### src/include/brot_defines.vh
`ifndef BROT_DEFINES_VH
`define BROT_DEFINES_VH

// operation select codes
`define BROT_OP_W              3
`define BROT_OP_ROT_LEFT       3'h0
`define BROT_OP_ROT_LEFT_CARRY 3'h1
`define BROT_OP_ROT_RIGHT      3'h2
`define BROT_OP_ROT_RIGHT_CARRY 3'h3

// destination select
`define BROT_DEST_MEMORY       1'h0
`define BROT_DEST_ACCUM        1'h1

// bit positions of the byte
`define BROT_BIT_TOP           7
`define BROT_BIT_BOTTOM        0

// reset values
`define BROT_RST_BYTE          8'h00
`define BROT_RST_BIT           1'h0

`endif

### src/rtl/brot_byte_rotate_unit.v
// What this block does
// - rotate left, write back, flags kept
// - rotate left into accumulator, memory kept
// - left through carry, write back memory
// - left through carry into accumulator
// - rotate right, write back, flags kept
// - rotate right into accumulator, memory kept
// - right through carry, write back memory
// - right through carry into accumulator

`timescale 1ns/1ns
`default_nettype none

`include "brot_defines.vh"

module brot_byte_rotate_unit #(
  parameter DATA_W = 8,
  parameter OP_W   = `BROT_OP_W
) (
  // clock and reset
  input  wire              clk_sys_i,
  input  wire              rst_b_i,
  // operands from the decoder
  input  wire              exec_i,
  input  wire [OP_W-1:0]   op_sel_i,
  input  wire              dest_sel_i,
  input  wire [DATA_W-1:0] operand_i,
  input  wire              carry_i,
  // results
  output reg  [DATA_W-1:0] result_o,
  output reg               carry_o,
  output reg               carry_we_o,
  output reg               mem_we_o,
  output reg               acc_we_o
);

  localparam TOP_BIT    = DATA_W - 1;
  localparam BOTTOM_BIT = `BROT_BIT_BOTTOM;

  // operation codes at the width of the select port
  localparam [OP_W-1:0] OP_LEFT        = `BROT_OP_ROT_LEFT;
  localparam [OP_W-1:0] OP_LEFT_CARRY  = `BROT_OP_ROT_LEFT_CARRY;
  localparam [OP_W-1:0] OP_RIGHT       = `BROT_OP_ROT_RIGHT;
  localparam [OP_W-1:0] OP_RIGHT_CARRY = `BROT_OP_ROT_RIGHT_CARRY;

  // the two variants that pull the carry flag into the ring
  function is_carry_op;
    input [OP_W-1:0] op;
    begin
      is_carry_op = (op == OP_LEFT_CARRY) ||
                    (op == OP_RIGHT_CARRY);
    end
  endfunction

  // bits move towards the top
  function is_left_op;
    input [OP_W-1:0] op;
    begin
      is_left_op = (op == OP_LEFT) ||
                   (op == OP_LEFT_CARRY);
    end
  endfunction

  // bits move towards the bottom
  function is_right_op;
    input [OP_W-1:0] op;
    begin
      is_right_op = (op == OP_RIGHT) ||
                    (op == OP_RIGHT_CARRY);
    end
  endfunction

  // result goes to the accumulator, memory byte untouched
  function is_accum_dest;
    input dest;
    begin
      is_accum_dest = (dest == `BROT_DEST_ACCUM);
    end
  endfunction

  // result written back over the memory byte
  function is_memory_dest;
    input dest;
    begin
      is_memory_dest = (dest == `BROT_DEST_MEMORY);
    end
  endfunction

  // operand with every bit moved one place, end bits filled below
  wire [DATA_W-1:0] shl_w;
  wire [DATA_W-1:0] shr_w;
  wire              left_fill_w;
  wire              right_fill_w;

  genvar g;
  generate
    // each bit above the bottom takes its lower neighbour
    for (g = 1; g < DATA_W; g = g + 1) begin : g_shift_up
      assign shl_w[g] = operand_i[g-1];
    end
    // each bit below the top takes its upper neighbour
    for (g = 0; g < TOP_BIT; g = g + 1) begin : g_shift_down
      assign shr_w[g] = operand_i[g+1];
    end
  endgenerate

  // plain rotates close the ring, through-carry ones insert the flag
  assign left_fill_w  = is_carry_op(op_sel_i) ? carry_i
                                              : operand_i[TOP_BIT];
  assign right_fill_w = is_carry_op(op_sel_i) ? carry_i
                                              : operand_i[BOTTOM_BIT];
  assign shl_w[BOTTOM_BIT] = left_fill_w;
  assign shr_w[TOP_BIT]    = right_fill_w;

  reg [DATA_W-1:0] result_d;
  reg              carry_d;
  reg              carry_we_d;
  reg              mem_we_d;
  reg              acc_we_d;

  // result picked by operation; unused codes pass the operand
  always @* begin
    result_d = operand_i;
    case (op_sel_i)
      OP_LEFT: begin
        result_d = shl_w;
      end
      OP_LEFT_CARRY: begin
        result_d = shl_w;
      end
      OP_RIGHT: begin
        result_d = shr_w;
      end
      OP_RIGHT_CARRY: begin
        result_d = shr_w;
      end
      default: begin
        // codes 4 to 7 leave the byte as it is
        result_d = operand_i;
      end
    endcase
  end

  // new carry: the bit that falls off the end of a through-carry rotate
  always @* begin
    carry_d = carry_i;
    if (is_carry_op(op_sel_i)) begin
      if (is_left_op(op_sel_i)) begin
        carry_d = operand_i[TOP_BIT];
      end else if (is_right_op(op_sel_i)) begin
        carry_d = operand_i[BOTTOM_BIT];
      end else begin
        carry_d = carry_i;
      end
    end
  end

  // only the through-carry variants may touch the flag
  always @* begin
    if (exec_i) begin
      carry_we_d = is_carry_op(op_sel_i);
      mem_we_d   = is_memory_dest(dest_sel_i);
      acc_we_d   = is_accum_dest(dest_sel_i);
    end else begin
      carry_we_d = 1'b0;
      mem_we_d   = 1'b0;
      acc_we_d   = 1'b0;
    end
  end

  // result takes the rotated operand on every edge, whatever exec_i is
  always @(posedge clk_sys_i) begin
    if (!rst_b_i) begin
      result_o <= `BROT_RST_BYTE;
    end else begin
      result_o <= result_d;
    end
  end

  // carry shows the old flag unless a through-carry code is selected, even when exec_i is low
  always @(posedge clk_sys_i) begin
    if (!rst_b_i) begin
      carry_o <= `BROT_RST_BIT;
    end else begin
      carry_o <= carry_d;
    end
  end

  // flag write strobe, one cycle
  always @(posedge clk_sys_i) begin
    if (!rst_b_i) begin
      carry_we_o <= 1'b0;
    end else begin
      carry_we_o <= carry_we_d;
    end
  end

  // memory write strobe, one cycle
  always @(posedge clk_sys_i) begin
    if (!rst_b_i) begin
      mem_we_o <= 1'b0;
    end else begin
      mem_we_o <= mem_we_d;
    end
  end

  // accumulator write strobe, one cycle
  always @(posedge clk_sys_i) begin
    if (!rst_b_i) begin
      acc_we_o <= 1'b0;
    end else begin
      acc_we_o <= acc_we_d;
    end
  end

endmodule

`default_nettype wire

### config.mk
export PLATFORM = sky130hd
export DESIGN_NAME = brot_byte_rotate_unit
export DESIGN_NICKNAME = d
export VERILOG_FILES = /design/src/rtl/brot_byte_rotate_unit.v
export VERILOG_INCLUDE_DIRS = /design/src /design/src/include
export SDC_FILE = /design/constraint.sdc
export NUM_CORES = 1
export LEC_CHECK = 0
export BUFFER_PORTS_ARGS = -buffer_cell sky130_fd_sc_hd__buf_2
export CAP_MARGIN = 40
export CELL_PAD_IN_SITES_DETAIL_PLACEMENT = 1
export CELL_PAD_IN_SITES_GLOBAL_PLACEMENT = 1
export CORE_MARGIN = 8
export CORE_UTILIZATION = 28
export CTS_BUF_LIST = sky130_fd_sc_hd__clkbuf_4 sky130_fd_sc_hd__clkbuf_8 sky130_fd_sc_hd__clkbuf_16
export DETAILED_ROUTE_END_ITERATION = 10
export PLACE_DENSITY = 0.76
export SKIP_CTS_REPAIR_TIMING = 1
export SLEW_MARGIN = 20
export SYNTH_ARGS = -nofsm -noshare
export SYNTH_HDL_FRONTEND = slang
export SYNTH_SLANG_ARGS = --single-unit
### constraint.sdc
create_clock -name clk_sys_i -period 1.1 [get_ports clk_sys_i]
set_input_delay 0.165 -clock clk_sys_i [delete_from_list [all_inputs] [get_ports clk_sys_i]]
set_output_delay 0.165 -clock clk_sys_i [all_outputs]
set_load 0.01 [all_outputs]
# == Word-level counts from Yosys, hierarchy flattened ==
# Cells that the tools add are included.
# op_classes
n_mux,6
n_eq_ne,3
n_bitwise,1
reduce_logical,7
# op_table
operator,n
one-hot mux 8 bit (2 select lines),1
== test 3 x 2 -> 1 bit (second input constant),2
2-to-1 mux 1 bit,5
OR reduction 2 bit,2
== test 3 x 1 -> 1 bit (second input constant),1
zero test 3 bit,1
logical OR 1 bit,3
AND reduction 2 bit,1
inverter 1 bit,1
# word_totals
register_bits,12
output_inout_bits,12
in_bits,16
word_cells,22

# == Depth between registers and ports, before layout ==
# depth
depth_word,5
depth_mapped,4
mapped_depth_nobuf,3

# == Worst setup path before layout ==
# OpenSTA, ideal clock, no wires.
# synth_path
path_type,input port to flip-flop
startpoint,input op_sel_i[1]
endpoint,register result_o[7]
arrival_ns,0.620
setup_slack_ns,0.354
n_path_buf,0
path_stages,3
path_cell_list,and3b_2 -> a211oi_2 -> o22ai_1
# synth_between
elab_chain_cells,4
# synth_lines
item,line,source
"start, declared",brot_byte_rotate_unit.v:25,"input wire [OP_W-1:0] op_sel_i,"
== test 3 x 1 -> 1 bit / == test 3 x 2 -> 1 bit (equally long branches),"brot_byte_rotate_unit.v:50, brot_byte_rotate_unit.v:124, brot_byte_rotate_unit.v:51",
logical OR 1 bit,brot_byte_rotate_unit.v:50,is_carry_op = (op == OP_LEFT_CARRY) ||
2-to-1 mux 1 bit,brot_byte_rotate_unit.v:110,assign right_fill_w = is_carry_op(op_sel_i) ? carry_i
one-hot mux 8 bit (2 select lines) (*),brot_byte_rotate_unit.v:124,case (op_sel_i)
"end signal, assigned",brot_byte_rotate_unit.v:174,result_o <= `BROT_RST_BYTE;
"end signal, assigned",brot_byte_rotate_unit.v:176,result_o <= result_d;
"end, declared",brot_byte_rotate_unit.v:30,"output reg [DATA_W-1:0] result_o,"
# Every way passes the cells marked *; elsewhere a longest branch is shown, timed or not.
# A chain may end at the register's enable or synchronous reset.

# == Worst setup path in the final report ==
# layout_path
startpoint,register result_o[2]
endpoint,output result_o[2]
# No word-level cell between the ends.

==> summary.txt <==
Status
  – Status: finished clean

CTS
  – Root Buffer: clkbuf_4
  – H-tree depth: 1
  – CTS clk-pin slew, worst paths: 80 ps
  – CTS Sinks: 12
  – TritonCTS Buffers: 3
  – Max Root-Sink Buffers: 2
  – TritonCTS clock tree: built

Critical path
  – Startpoint Class: flop
  – Crit-path cells: buf_2
  – Crit path largest cell delay: 320 ps
  – Crit path max-delay family: flip-flops
  – Worst Setup End Kind: output pin
  – Worst path bufs/invs: 1
  – Slowest cell on the critical path: dfxtp_1
  – Arrival time at the worst endpoint: 710 ps
  – CP Max Fanout: 1
  – Req. time, crit path: 940 ps
  – Setup CP Type: reg2out

Drt
  – Detail Route Antenna Nets: 0
  – Via count: 486
  – DRC viols: 0
  – 1st-pass router iterations: 4
  – Routed WL: 1460 um
  – DR vias/cell: 4.54
  – Per-cell routed wire length: 13.6 um
  – Drt first-iter violations: 5

Floorplanning
  – IO Pins: 28
  – Total die area: 0.00356 mm^2
  – Starting density of the core: 28.4%
  – Placeable Area: 0.00188 mm^2
  – Chip Width: 59.7 um
  – Row Count: 16
  – Die H: 59.7 um

Cells and area
  – # fillers: 249
  – Ant. Diodes: 0
  – FF/Latch Area: 240 um^2
  – P&R area growth vs syn: 33.3%
  – Share of cells above drive strength 1: 41.3%
  – Cell area after layout: 712 um^2
  – Area of the multi-input gates: 259 um^2
  – Most common cell after layout, fill and taps aside: buf_2
  – Most frequent cells in the layout: buf_2, dfxtp_1, nand2_1, mux2i_1, o211a_1
  – Fin nets: 97

Hold path
  – Min-Delay Path Class: in2reg
  – WHS Endpoint: mem_we_o$_SDFF_PN0_
  – Min-delay src: dest_sel_i
  – Hold Path Depth: 2

Power and ir drop
  – Leak: 0.409 nW
  – Power per cell area: 1390 mW/mm^2
  – Max IR drop VDD: 0.552 mV
  – Final Total Pwr: 0.988 mW

STA
  – Final worst-path cycle share: 79.8%
  – Unrepaired setup endpoints after global routing: false
  – Fin crit period: 878 ps
  – Post-route setup slack: 222 ps
  – Final hold slack: 50.5 ps
  – Final setup vio count: 0
  – Fmax achieved: 1140 MHz
  – Worst slew pin tran: 371 ps
  – Hold Fails Final Rpt: 0
  – Final Max Tran Viols: 0
  – Relative slew slack: 75.2%
  – Setup_tns: 0 ps

Yosys
  – Register area share after synthesis: 45.0%
  – Avg Inst Size Synth: 10.3 um^2
  – YS warnings: 0
  – Synthesized area: 534 um^2
  – Syn_nets: 68
  – #FFs+latches synth: 12
  – Synth Instances: 52
  – Yosys cell types: 17

Global routing
  – First-pass GRT wire length: 2350 um
  – GRT overflow: 0
  – Initial antenna violation count: 0
  – Vias in the first global route: 515
  – Largest net degree at the start of global routing: 15
  – Gr usage total: 9.04%

Placed design
  – Buffers on Ports: 27
  – Setup Slack @ Placement: 33.4 ps
  – Placed cell area: 676 um^2
  – Gpl congestion: 0.745

Run
  – Max_cap viols: 0
[per-layer routing]
layer | GRT usage [%] | share of wire (%)
met2 | 14.6 | 46
met1 | 8.23 | 39
met4 | 7.14 | 2.2
met5 | 0 | 0
met3 | 4.95 | 13
[cell families after synthesis]
family | Yosys count | synth area share, %
AO/OA/AOI/OAI | 13 | 21.1
flip-flops | 12 | 45.0
multiplexers | 7 | 13.1
buffers and inverters | 5 | 6.56
AND/OR/NAND/NOR | 15 | 14.3
[Yosys cell counts]
master / n / area [um^2]
dfxtp_1: 12 / 240
nand2_1: 8 / 30.0
mux2i_1: 7 / 70.1
o211a_1: 7 / 70.1
and3_1: 2 / 12.5
buf_6: 2 / 22.5
inv_1: 2 / 7.51
o21ai_0: 2 / 10.0
o22ai_1: 2 / 12.5
a211oi_1: 1 / 7.51
a211oi_2: 1 / 12.5
and2b_1: 1 / 7.51
and3b_2: 1 / 10.0
buf_2: 1 / 5.00
nand3_1: 1 / 5.00
nor2_1: 1 / 3.75
nor3b_1: 1 / 7.51
[registers in the layout (all words and copies together) (netlist names)]
| name | cells |
|---|---|
| result_o | 8 |
| acc_we_o | 1 |
| carry_o | 1 |
| carry_we_o | 1 |
| mem_we_o | 1 |
[report_power, final]
part | internal [mW] | leakage (nW) | switching (mW)
clock network | 0.201 | 0.0210 | 0.150
registers | 0.463 | 0.0998 | 0.00523
logic | 0.0782 | 0.288 | 0.0908
total | 0.742 | 0.409 | 0.246
[per-stage QoR]
step,utilization [%],std cells
finish,37.8,107
detailed placement,35.9,103
global route,37.8,107
global placement,35.9,103
floorplan,-,52
CTS,37.8,107
[layout make-up]
class                           count  area share (%)
Timing Repair Buffer               27            19.0
Sequential cell                    12            33.7
Inverter                            2            1.05
Tap cell                           27            4.75
Clock buffer                        4            5.10
Multi-Input combinational cell     35            36.4
[worst max-delay path by stage]
stage,start,to,slack [ps],cells past startpoint
2_1_floorplan,op_sel_i[1],result_o[7]$_SDFF_PN0_,350,3
3_3_place_gp,op_sel_i[1],result_o[7]$_SDFF_PN0_,110,4
3_5_place_dp,op_sel_i[1],result_o[7]$_SDFF_PN0_,30,4
4_1_cts,result_o[2]$_SDFF_PN0_,result_o[2],210,1
5_1_grt,result_o[2]$_SDFF_PN0_,result_o[2],170,1
6_report,result_o[2]$_SDFF_PN0_,result_o[2],220,1
Note: power is estimated with default switching activity, not from simulation.
